$ cat src/hw/wdt_pkg.sv
// Shared constants and types for the watchdog block
package wdt_pkg;
  // Register indices; byte address is four times the index
  localparam logic [31:0] CTRL_IDX = 32'h0000ff53;
  localparam logic [31:0] STAT_IDX = 32'h0000ff54;
  localparam logic [31:0] MASK_IDX = 32'h0000ff55;
  localparam logic [31:0] CTRL_ADDR = {CTRL_IDX[29:0], 2'b00};
  localparam logic [31:0] STAT_ADDR = {STAT_IDX[29:0], 2'b00};
  localparam logic [31:0] MASK_ADDR = {MASK_IDX[29:0], 2'b00};

  // Control byte fields
  localparam int BIT_UNLOCK = 7;
  localparam int BIT_NMI_EN = 6;
  localparam int BIT_CLK_SEL = 5;
  localparam int BIT_RESTART = 0;

  // Reset values of the control fields
  localparam logic RST_UNLOCK = 1'b0;
  localparam logic RST_NMI_EN = 1'b1;
  localparam logic RST_CLK_SEL = 1'b0;

  // Counter and prescaler
  localparam int CNT_W = 12;
  localparam logic [CNT_W-1:0] CNT_MAX = 12'hfff;
  localparam logic [CNT_W-1:0] CNT_RST = 12'h000;
  localparam int PRE_W = 4;
  localparam logic [PRE_W-1:0] PRE_MAX = 4'hf;

  // Event status and mask layout
  localparam int STS_W = 2;
  localparam int STS_OVF = 0;
  localparam int STS_NMI = 1;

  // Core-side interrupt identity
  localparam logic [2:0] NMI_LEVEL = 3'h4;
  localparam logic [23:0] NMI_VECTOR = 24'h000004;

  // Register select codes
  typedef enum logic [3:0] {
    SEL_NONE = 4'b0001,
    SEL_CTRL = 4'b0010,
    SEL_STAT = 4'b0100,
    SEL_MASK = 4'b1000
  } wdt_sel_e;

  // Bus slave states
  typedef enum logic [3:0] {
    BUS_IDLE = 4'b0001,
    BUS_WR = 4'b0010,
    BUS_RD_FETCH = 4'b0100,
    BUS_RD_DONE = 4'b1000
  } wdt_bus_e;
endpackage

$ cat src/hw/wdt_top.sv
// Watchdog timer with NMI output and AHB-Lite control registers
`timescale 1ns/1ps
`default_nettype none
module wdt_top
  import wdt_pkg::*;
(
  input wire logic CLK,
  input wire logic SYS_RST,
  input wire logic HSEL,
  input wire logic [31:0] HADDR,
  input wire logic [1:0] HTRANS,
  input wire logic HWRITE,
  input wire logic [2:0] HSIZE,
  input wire logic HREADY,
  input wire logic [31:0] HWDATA,
  output logic [31:0] HRDATA,
  output logic HREADYOUT,
  output logic HRESP,
  input wire logic SLOW_OSC,
  input wire logic FAST_OSC,
  output logic NMI_REQ,
  output logic IRQ
);
  // Address decode, called only by the bus slave to set the data-phase select
  function automatic wdt_sel_e decode_addr(input logic [31:0] addr);
    if (addr == CTRL_ADDR) begin
      decode_addr = SEL_CTRL;
    end else if (addr == STAT_ADDR) begin
      decode_addr = SEL_STAT;
    end else if (addr == MASK_ADDR) begin
      decode_addr = SEL_MASK;
    end else begin
      decode_addr = SEL_NONE;
    end
  endfunction

  logic [1:0] osc_pin;
  logic [1:0] osc_level;
  logic [1:0] osc_tick;
  logic tick_sel;
  logic [CNT_W-1:0] count;
  logic write_unlock;
  logic nmi_enable;
  logic count_clock_select;
  logic [STS_W-1:0] status;
  logic [STS_W-1:0] mask;
  logic [STS_W-1:0] next_status;
  wdt_bus_e bus_state;
  wdt_sel_e dp_sel;
  logic addr_ok;
  logic ctrl_wr;
  logic [7:0] wbyte;
  logic restart_wr;
  logic prot_change;
  logic ovf_evt;

  assign osc_pin = {FAST_OSC, SLOW_OSC};

  // One synchroniser and prescaler per oscillator
  genvar gi;
  generate
    for (gi = 0; gi < 2; gi = gi + 1) begin : g_osc
      wdt_sync3 u_sync (
        .clk(CLK),
        .rst(SYS_RST),
        .din(osc_pin[gi]),
        .level(osc_level[gi])
      );
      wdt_tick_div u_div (
        .clk(CLK),
        .rst(SYS_RST),
        .level(osc_level[gi]),
        .tick(osc_tick[gi])
      );
    end
  endgenerate

  // Tick choice follows the select bit
  assign tick_sel = count_clock_select ? osc_tick[1] : osc_tick[0];

  // Bus data-phase decode
  assign addr_ok = HSEL && HREADY && HTRANS[1];
  assign ctrl_wr = (bus_state == BUS_WR) && (dp_sel == SEL_CTRL);
  assign wbyte = HWDATA[7:0];
  assign restart_wr = ctrl_wr && wbyte[BIT_RESTART];
  // A protected write is one that would alter enable or select
  assign prot_change = (wbyte[BIT_NMI_EN] != nmi_enable) ||
                       (wbyte[BIT_CLK_SEL] != count_clock_select);

  // Wrap from all ones is the overflow; a restart in that cycle wins
  assign ovf_evt = tick_sel && (count == CNT_MAX) && !restart_wr;

  // Up-counter; the enable bit never gates it
  always_ff @(posedge CLK) begin
    if (SYS_RST) begin
      count <= CNT_RST;
    end else if (restart_wr) begin
      count <= CNT_RST;
    end else if (tick_sel) begin
      count <= count + 1'b1;
    end
  end

  // Unlock bit: set by write, cleared by a protected update or by zero
  always_ff @(posedge CLK) begin
    if (SYS_RST) begin
      write_unlock <= RST_UNLOCK;
    end else if (ctrl_wr) begin
      if (write_unlock && prot_change) begin
        write_unlock <= 1'b0;
      end else begin
        write_unlock <= wbyte[BIT_UNLOCK];
      end
    end
  end

  // Protected bits, updated only while unlocked
  always_ff @(posedge CLK) begin
    if (SYS_RST) begin
      nmi_enable <= RST_NMI_EN;
      count_clock_select <= RST_CLK_SEL;
    end else if (ctrl_wr && write_unlock) begin
      nmi_enable <= wbyte[BIT_NMI_EN];
      count_clock_select <= wbyte[BIT_CLK_SEL];
    end
  end

  // NMI pulse toward the core's level-4 input, vector NMI_VECTOR
  always_ff @(posedge CLK) begin
    if (SYS_RST) begin
      NMI_REQ <= 1'b0;
    end else begin
      NMI_REQ <= ovf_evt && nmi_enable;
    end
  end

  // Sticky events; a set in the clearing cycle survives
  always_comb begin
    next_status = status;
    if (bus_state == BUS_RD_FETCH && dp_sel == SEL_STAT) begin
      next_status = '0;
    end
    if (ovf_evt) begin
      next_status[STS_OVF] = 1'b1;
    end
    if (ovf_evt && nmi_enable) begin
      next_status[STS_NMI] = 1'b1;
    end
  end

  always_ff @(posedge CLK) begin
    if (SYS_RST) begin
      status <= '0;
    end else begin
      status <= next_status;
    end
  end

  // Mask register of the same layout
  always_ff @(posedge CLK) begin
    if (SYS_RST) begin
      mask <= '0;
    end else if (bus_state == BUS_WR && dp_sel == SEL_MASK) begin
      mask <= HWDATA[STS_W-1:0];
    end
  end

  // Level interrupt, high while an unmasked event is pending
  always_ff @(posedge CLK) begin
    if (SYS_RST) begin
      IRQ <= 1'b0;
    end else begin
      IRQ <= |(next_status & mask);
    end
  end

  // Bus slave: writes take no wait, reads one wait so data is fresh
  always_ff @(posedge CLK) begin
    if (SYS_RST) begin
      bus_state <= BUS_IDLE;
      dp_sel <= SEL_NONE;
      HREADYOUT <= 1'b1;
    end else begin
      case (bus_state)
        BUS_RD_FETCH: begin
          bus_state <= BUS_RD_DONE;
          HREADYOUT <= 1'b1;
        end
        default: begin
          if (addr_ok && HWRITE) begin
            bus_state <= BUS_WR;
            dp_sel <= decode_addr(HADDR);
          end else if (addr_ok) begin
            bus_state <= BUS_RD_FETCH;
            dp_sel <= decode_addr(HADDR);
            HREADYOUT <= 1'b0;
          end else begin
            bus_state <= BUS_IDLE;
            dp_sel <= SEL_NONE;
          end
        end
      endcase
    end
  end

  // Read data; reserved and restart bits read as zero
  always_ff @(posedge CLK) begin
    if (SYS_RST) begin
      HRDATA <= '0;
    end else if (bus_state == BUS_RD_FETCH) begin
      if (dp_sel == SEL_CTRL) begin
        HRDATA <= {24'h000000, write_unlock, nmi_enable,
                   count_clock_select, 5'h00};
      end else if (dp_sel == SEL_STAT) begin
        HRDATA <= {30'h00000000, status};
      end else if (dp_sel == SEL_MASK) begin
        HRDATA <= {30'h00000000, mask};
      end else begin
        HRDATA <= '0;
      end
    end
  end

  // Every transfer answers OKAY
  always_ff @(posedge CLK) begin
    HRESP <= 1'b0;
  end
endmodule
`default_nettype wire

$ cat src/hw/wdt_sync3.sv
// Three-stage synchroniser with agreement filter for oscillator pins
`timescale 1ns/1ps
`default_nettype none
module wdt_sync3 (
  input wire logic clk,
  input wire logic rst,
  input wire logic din,
  output logic level
);
  logic s1;
  logic s2;
  logic s3;

  // Only the second stage reads the first
  always_ff @(posedge clk) begin
    if (rst) begin
      s1 <= 1'b0;
      s2 <= 1'b0;
      s3 <= 1'b0;
    end else begin
      s1 <= din;
      s2 <= s1;
      s3 <= s2;
    end
  end

  // Level moves only once two stages agree, filtering a metastable glitch
  always_ff @(posedge clk) begin
    if (rst) begin
      level <= 1'b0;
    end else if (s2 == s3) begin
      level <= s3;
    end
  end
endmodule
`default_nettype wire

$ cat src/hw/wdt_tick_div.sv
// Divide-by-16 prescaler turning oscillator edges into count ticks
`timescale 1ns/1ps
`default_nettype none
module wdt_tick_div
  import wdt_pkg::*;
(
  input wire logic clk,
  input wire logic rst,
  input wire logic level,
  output logic tick
);
  logic level_d;
  logic [PRE_W-1:0] pre;
  logic rise;

  assign rise = level & ~level_d;

  // A stopped oscillator gives no edge, so no tick and a frozen count
  always_ff @(posedge clk) begin
    if (rst) begin
      level_d <= 1'b0;
      pre <= '0;
      tick <= 1'b0;
    end else begin
      level_d <= level;
      tick <= rise && (pre == PRE_MAX);
      if (rise) begin
        pre <= pre + 1'b1;
      end
    end
  end
endmodule
`default_nettype wire

$ cat config.mk
export PLATFORM = sky130hd
export DESIGN_NAME = wdt_top
export DESIGN_NICKNAME = d
export VERILOG_FILES = /design/src/hw/wdt_pkg.sv /design/src/hw/wdt_top.sv /design/src/hw/wdt_sync3.sv /design/src/hw/wdt_tick_div.sv
export SDC_FILE = /design/constraint.sdc
export NUM_CORES = 1
export LEC_CHECK = 0
export BUFFER_PORTS_ARGS = -buffer_cell sky130_fd_sc_hd__buf_2
export CAP_MARGIN = 5
export CORE_MARGIN = 4
export CORE_UTILIZATION = 46
export DETAILED_ROUTE_END_ITERATION = 6
export PLACE_DENSITY = 0.83
export SYNTH_ARGS = -nofsm -noshare
export SYNTH_HDL_FRONTEND = slang
export SYNTH_SLANG_ARGS = --single-unit
$ cat constraint.sdc
create_clock -name CLK -period 2.37 [get_ports CLK]
set_clock_uncertainty 0.15 [all_clocks]
set_input_delay 0.1185 -clock CLK [delete_from_list [all_inputs] [get_ports CLK]]
set_output_delay 0.1185 -clock CLK [all_outputs]
set_load 0.05 [all_outputs]
### Yosys cells after proc, flatten, opt, wreduce, memory -nomap -nowiden

Index checks and enable logic that the tools add are counted.

* equality and inequality tests: 15
* reductions and logical operators: 21
* $add $sub $neg: 3
* muxes and demuxes: 16
* bitwise operators: 6

Operator list (count)
* 32-bit by 18-bit equality test with 1-bit output (second input constant): 3
* 4-bit 2-to-1 mux: 6
* 1-bit logical AND: 14
* 12-bit by 1-bit adder with 12-bit output (second input constant): 1
* 12-bit equality test (second input constant): 1
* 4-bit equality test (second input constant): 3
* 4-bit by 1-bit adder with 4-bit output (second input constant): 2
* 4-bit by 2-bit equality test with 1-bit output (second input constant): 2
* 4-bit by 3-bit equality test with 1-bit output (second input constant): 2
* 8-bit 2-to-1 mux: 1
* 2-bit 2-to-1 mux: 3
* 3-bit 2-to-1 mux: 2
* 2-bit OR reduction: 3
* 1-bit 2-to-1 mux: 4
* 1-bit inverter: 3
* 3-bit OR reduction: 1
* 1-bit AND: 2
* 2-bit AND: 1
* 1-bit equality test: 2
* 1-bit != test: 2
* 2-bit AND reduction: 1
* 1-bit logical NOT: 1
* 1-bit logical OR: 1

* register bits: 82
* bits of input ports: 76
* output and inout bits: 36

### Depth between registers and ports, before layout

* depth after elaboration: 9
* mapped depth: 5

### By module

Synthesis repeated with hierarchy kept, for this count alone.

* cell total of the unflattened synthesis: 267
* area total of the unflattened synthesis: 2477.4 sq um

Modules (own cells, without submodules)
* wdt_top: cells an instance 203, instances 1, sequential area each 700.7 sq um, area an instance 1781.7 sq um
* wdt_tick_div: cells an instance 22, instances 2, sequential area each 120.1 sq um, area an instance 235.2 sq um
* wdt_sync3: cells an instance 10, instances 2, sequential area each 80.1 sq um, area an instance 112.6 sq um

### Least setup slack after synthesis

No wires, ideal clock.

* path type: reg-to-reg
* start: register bus_state[0]
* end: register dp_sel[2]
* path slack: 0.535 ns
* period minus slack after synthesis: 1.835 ns
* cell stages (with the launch flop): 6
* required time: 2.103 ns
* data arrival time: 1.568 ns
* cell sequence: dfxtp_1 or4b_2 clkbuf_1 nand2_1 nor3_2 a32o_2

* longest elaborated chain between the ends: 1

RTL lines
* from (decl): RTL line wdt_top.sv:48 `wdt_bus_e bus_state;`
* from (signal assigned): RTL line wdt_top.sv:180 `bus_state <= BUS_IDLE;`
* from (signal assigned): RTL line wdt_top.sv:186 `bus_state <= BUS_RD_DONE;`
* from (signal assigned): RTL line wdt_top.sv:191 `bus_state <= BUS_WR;`
* 4-bit by 3-bit equality test with 1-bit output: RTL line wdt_top.sv:184 `case (bus_state)`
* to (signal assigned): RTL line wdt_top.sv:192 `dp_sel <= decode_addr(HADDR);`
* to (signal assigned): RTL line wdt_top.sv:195 `dp_sel <= decode_addr(HADDR);`
* to (decl): RTL line wdt_top.sv:49 `wdt_sel_e dp_sel;`

No other way between the ends.
A chain may end at the register's enable or synchronous reset.

### Worst setup path after layout

* start: register bus_state[0]
* end: register mask[1]

* longest elaborated chain between the ends: 2

RTL lines
* 4-bit by 2-bit equality test with 1-bit output: RTL line wdt_top.sv:163 `end else if (bus_state == BUS_WR && dp_sel == SEL_MASK) begin`
* 1-bit logical AND: RTL line wdt_top.sv:163
* to (signal assigned): RTL line wdt_top.sv:164 `mask <= HWDATA[STS_W-1:0];`
* to (decl): RTL line wdt_top.sv:46 `logic [STS_W-1:0] mask;`

No other way between the ends.

==> impl_results.md <==
* Req. time, crit path at 2.41 ns
* Port bufs at 52
* Crit Path Class: register to register
* Setup TNS at 0 ns
* Latest clock arrival within the worst-skew pair at 0.30 ns
* Share of layout cells above drive strength 1 at 21.28%
* Fmax at ~490 MHz
* Status: completed
* Most common cell after layout, fill and taps aside: dfxtp_1
* Setup-failing EPs final at 0
* Starting Density at 47.31%
* Measured slew at the worst slew-check pin at around 0.57 ns
* Area post-placement at 0.002644 mm^2
* Tcrit/Tclk final at 86.81%
* Postcts setup bufs at 0
* Post-route DRC at 0
* Seq/Total Area, Yosys at 45.57%
* Clock slew at reported path FFs at 0.09 ns
* WP data arrival at roughly 2.1 ns
* Vias at ~1,900
* Drt wl/cell at about 12 um
* Minimum clock period at 2.057 ns
* Clk sink count at 55
* Syn Area/Cell at 9.117 um^2
* Max-slew violations at 0
* Syn Inst Count at 265
* Clock buffer depth at 2
* Yosys warning count at 0
* CP top delay family: simple AND/OR/NAND/NOR gates
* Max VDD drop at 0.5256 mV
* Post-synthesis sequential element count at 55
* WL final at 4643 um
* Antenna violations before repair at 0
* Die area at 0.006475 mm^2
* Core region area at 0.005107 mm^2
* DP HPWL at 3437 um
* Area grow syn2layout at 18.59%
* Synth area leader: dfxtp_1
* Static leakage at 1.202 nW
* Hold WC Path Type: input pin to register
* Die H at a little over 80 um
* Die width at 80.47 um
* Cell Chain, Critical Path: nor4b_2, nand3_1, mux2i_1, nor2_1, dlygate4sd3_1
* Most frequent cells in the layout: dfxtp_1 (55), buf_2 (52), nor2_1 (37)
* Core Rows at 26
* Buffers and inverters on the worst path at 1
* CP Capture Type: register
* Final layout net count at 407
* Ys async rst share at 0%
* Gr ovfl total at 0
* Top FF cell, synth: dfxtp_1
* Num CTS Buffers at 5
* H-tree levels at 2
* First-pass GRT wire length at between 8000 and 9000 um
* CTS root buffer: clkbuf_8
* PD cells at 603.5 mW/mm^2
* Post-synth EDFFs at 0
* Critical path's largest stage delay at between 0.5 and 0.6 ns
* Cell variety after synth at 39
* Post-DR vias/cell at 4.752
* Int Pwr at approximately 1.3 mW
* Hold Violations, Final at 0
* Max cap viols at 0
* Clock power frac at 35.7%
* Post-synthesis instance area at 0.002416 mm^2
* IO Count at 112
* GRT Overall Usage at 15.81%
* Number of global-route vias before repair at 1,879
* Max_slew headroom at 61.36%
* Worst Setup Start Kind: register
* Largest net degree at the start of global routing at 31
* Power share of the combinational group at 10.4%
* Placed cell count at between 300 and 400
* TritonCTS clock tree: built
* Seq pwr share at 53.9%
* Post-Layout Cell Count at 399
* Slowest CP cell: dlygate4sd3_1
* Proportion of netlist area held by the largest area contributor at 45.57%
* P_sw at 0.4348 mW
* GP Congestion at 0.7576
* RSZ-0062 raised after global routing: no
* Peak fanout along the critical path at 4
* Initial drt markers at 68
* Largest cells by area after synthesis: dfxtp_1 (46%), buf_4 (8.7%), nor2_1 (5.7%)
* ANT cells at 0
* Antenna-violating nets left at 0
* Design area at 0.002865 mm^2
* DRT Pass-1 Iters at 4
* Switch share at about a quarter
-- worst min-delay path, cell delays in order --
cell and delay (ns):
buf_2 0.09, nor2_1 0.04, a22o_1 0.18
-- Yosys cell counts (3+ instances only) --
cell / number
a21oi_1: 7
and2_1: 3
xor2_1: 7
nand2_1: 15
nor2_1: 37
nor4_1: 5
nand4_1: 6
xnor2_1: 11
nor4b_1: 4
o21ai_0: 3
ha_1: 3
mux2i_1: 7
a22o_1: 4
nand3_1: 8
inv_1: 4
nor3_1: 9
clkbuf_1: 5
buf_4: 28
a22oi_1: 5
dfxtp_1: 55
nor2b_1: 14
-- kinds of logic (layout without fill, tap and decap cells) --
family	after synthesis	after routing	share of synthesized area, %
other cells	1	28	0.1552
fa+ha+maj	3	3	1.554
mux	7	7	2.900
buf+inv	39	76	10.41
xor+xnor	18	18	6.525
compound gates	28	28	8.493
simple gates	114	114	24.39
flops	55	55	45.57
-- power by group through the flow --
stage | clock network [mW] | logic [mW] | registers, mW
detailed placement | 0 | 0.166 | 0.953
floorplan | 0 | 0.158 | 0.955
global placement | 0 | 0.165 | 0.953
CTS | 0.633 | 0.178 | 0.932
finish | 0.617 | 0.180 | 0.932
global route | 0.672 | 0.193 | 0.934
-- per-stage QoR --
step	setup WS (ns)	util (%)	power [mW]	hold WS (ns)
2_1_floorplan	0.5345	-	1.113	0.04088
3_3_place_gp	0.4503	51.76	1.118	0.1439
3_5_place_dp	0.4159	51.76	1.120	0.1453
4_1_cts	0.1315	55.98	1.743	0.01406
5_1_grt	0.1809	56.10	1.799	0.02478
6_report	0.3126	56.10	1.729	0.02067
-- sequential cells by signal, indices dropped and copies added, names as in the netlist --
signal and count:
NMI_REQ 1, bus_state 4, g_osc.u_div.level_d 2, write_unlock 1, g_osc.u_sync.level 2, g_osc.u_sync.s3 2
g_osc.u_sync.s1 2, HREADYOUT 1, count 12, HRDATA 5, g_osc.u_div.tick 2, count_clock_select 1
dp_sel 4, status 2, g_osc.u_sync.s2 2, nmi_enable 1, IRQ 1, mask 2
g_osc.u_div.pre 8
-- metal layers --
| layer | wire, um | GRT usage, % |
|---|---|---|
| met1 | 2021 | 18.67 |
| met2 | 2336 | 26.99 |
| met3 | 199 | 3.700 |
| met4 | 86 | 7.264 |
| met5 | 0 | 0 |
-- final timing paths --
check / from / endpoint / slack, ns / cells after the start
hold / removal: HADDR[4] / dp_sel[1]$_SDFFE_PP0N_ / 0.02 / 3
setup reg to reg: bus_state[0]$_SDFF_PP1_ / mask[1]$_SDFFE_PP0P_ / 0.31 / 5
setup / recovery: bus_state[0]$_SDFF_PP1_ / mask[1]$_SDFFE_PP0P_ / 0.31 / 5
hold reg to reg: g_osc[1].u_sync.s1$_SDFF_PP0_ / g_osc[1].u_sync.s2$_SDFF_PP0_ / 0.29 / 1
-- cell type report --
cell class | instances | area [um^2]
Multi-Input combinational cell | 198 | 1171
Fill cell | 470 | 2242
Tap cell | 70 | 87.58
Clock buffer | 5 | 68.82
Inverter | 4 | 15.01
Timing Repair Buffer | 64 | 375.4
Sequential cell | 55 | 1101
Clock inverter | 3 | 46.29
-- timing repair --
action | in CTS | in global routing
hold endpoints to repair | 11 | 0
endpoints found under the setup margin | 0 | 1
resized for setup | 0 | 1
hold buffers | 10 | 0
Note: power is estimated with default switching activity, not from simulation.
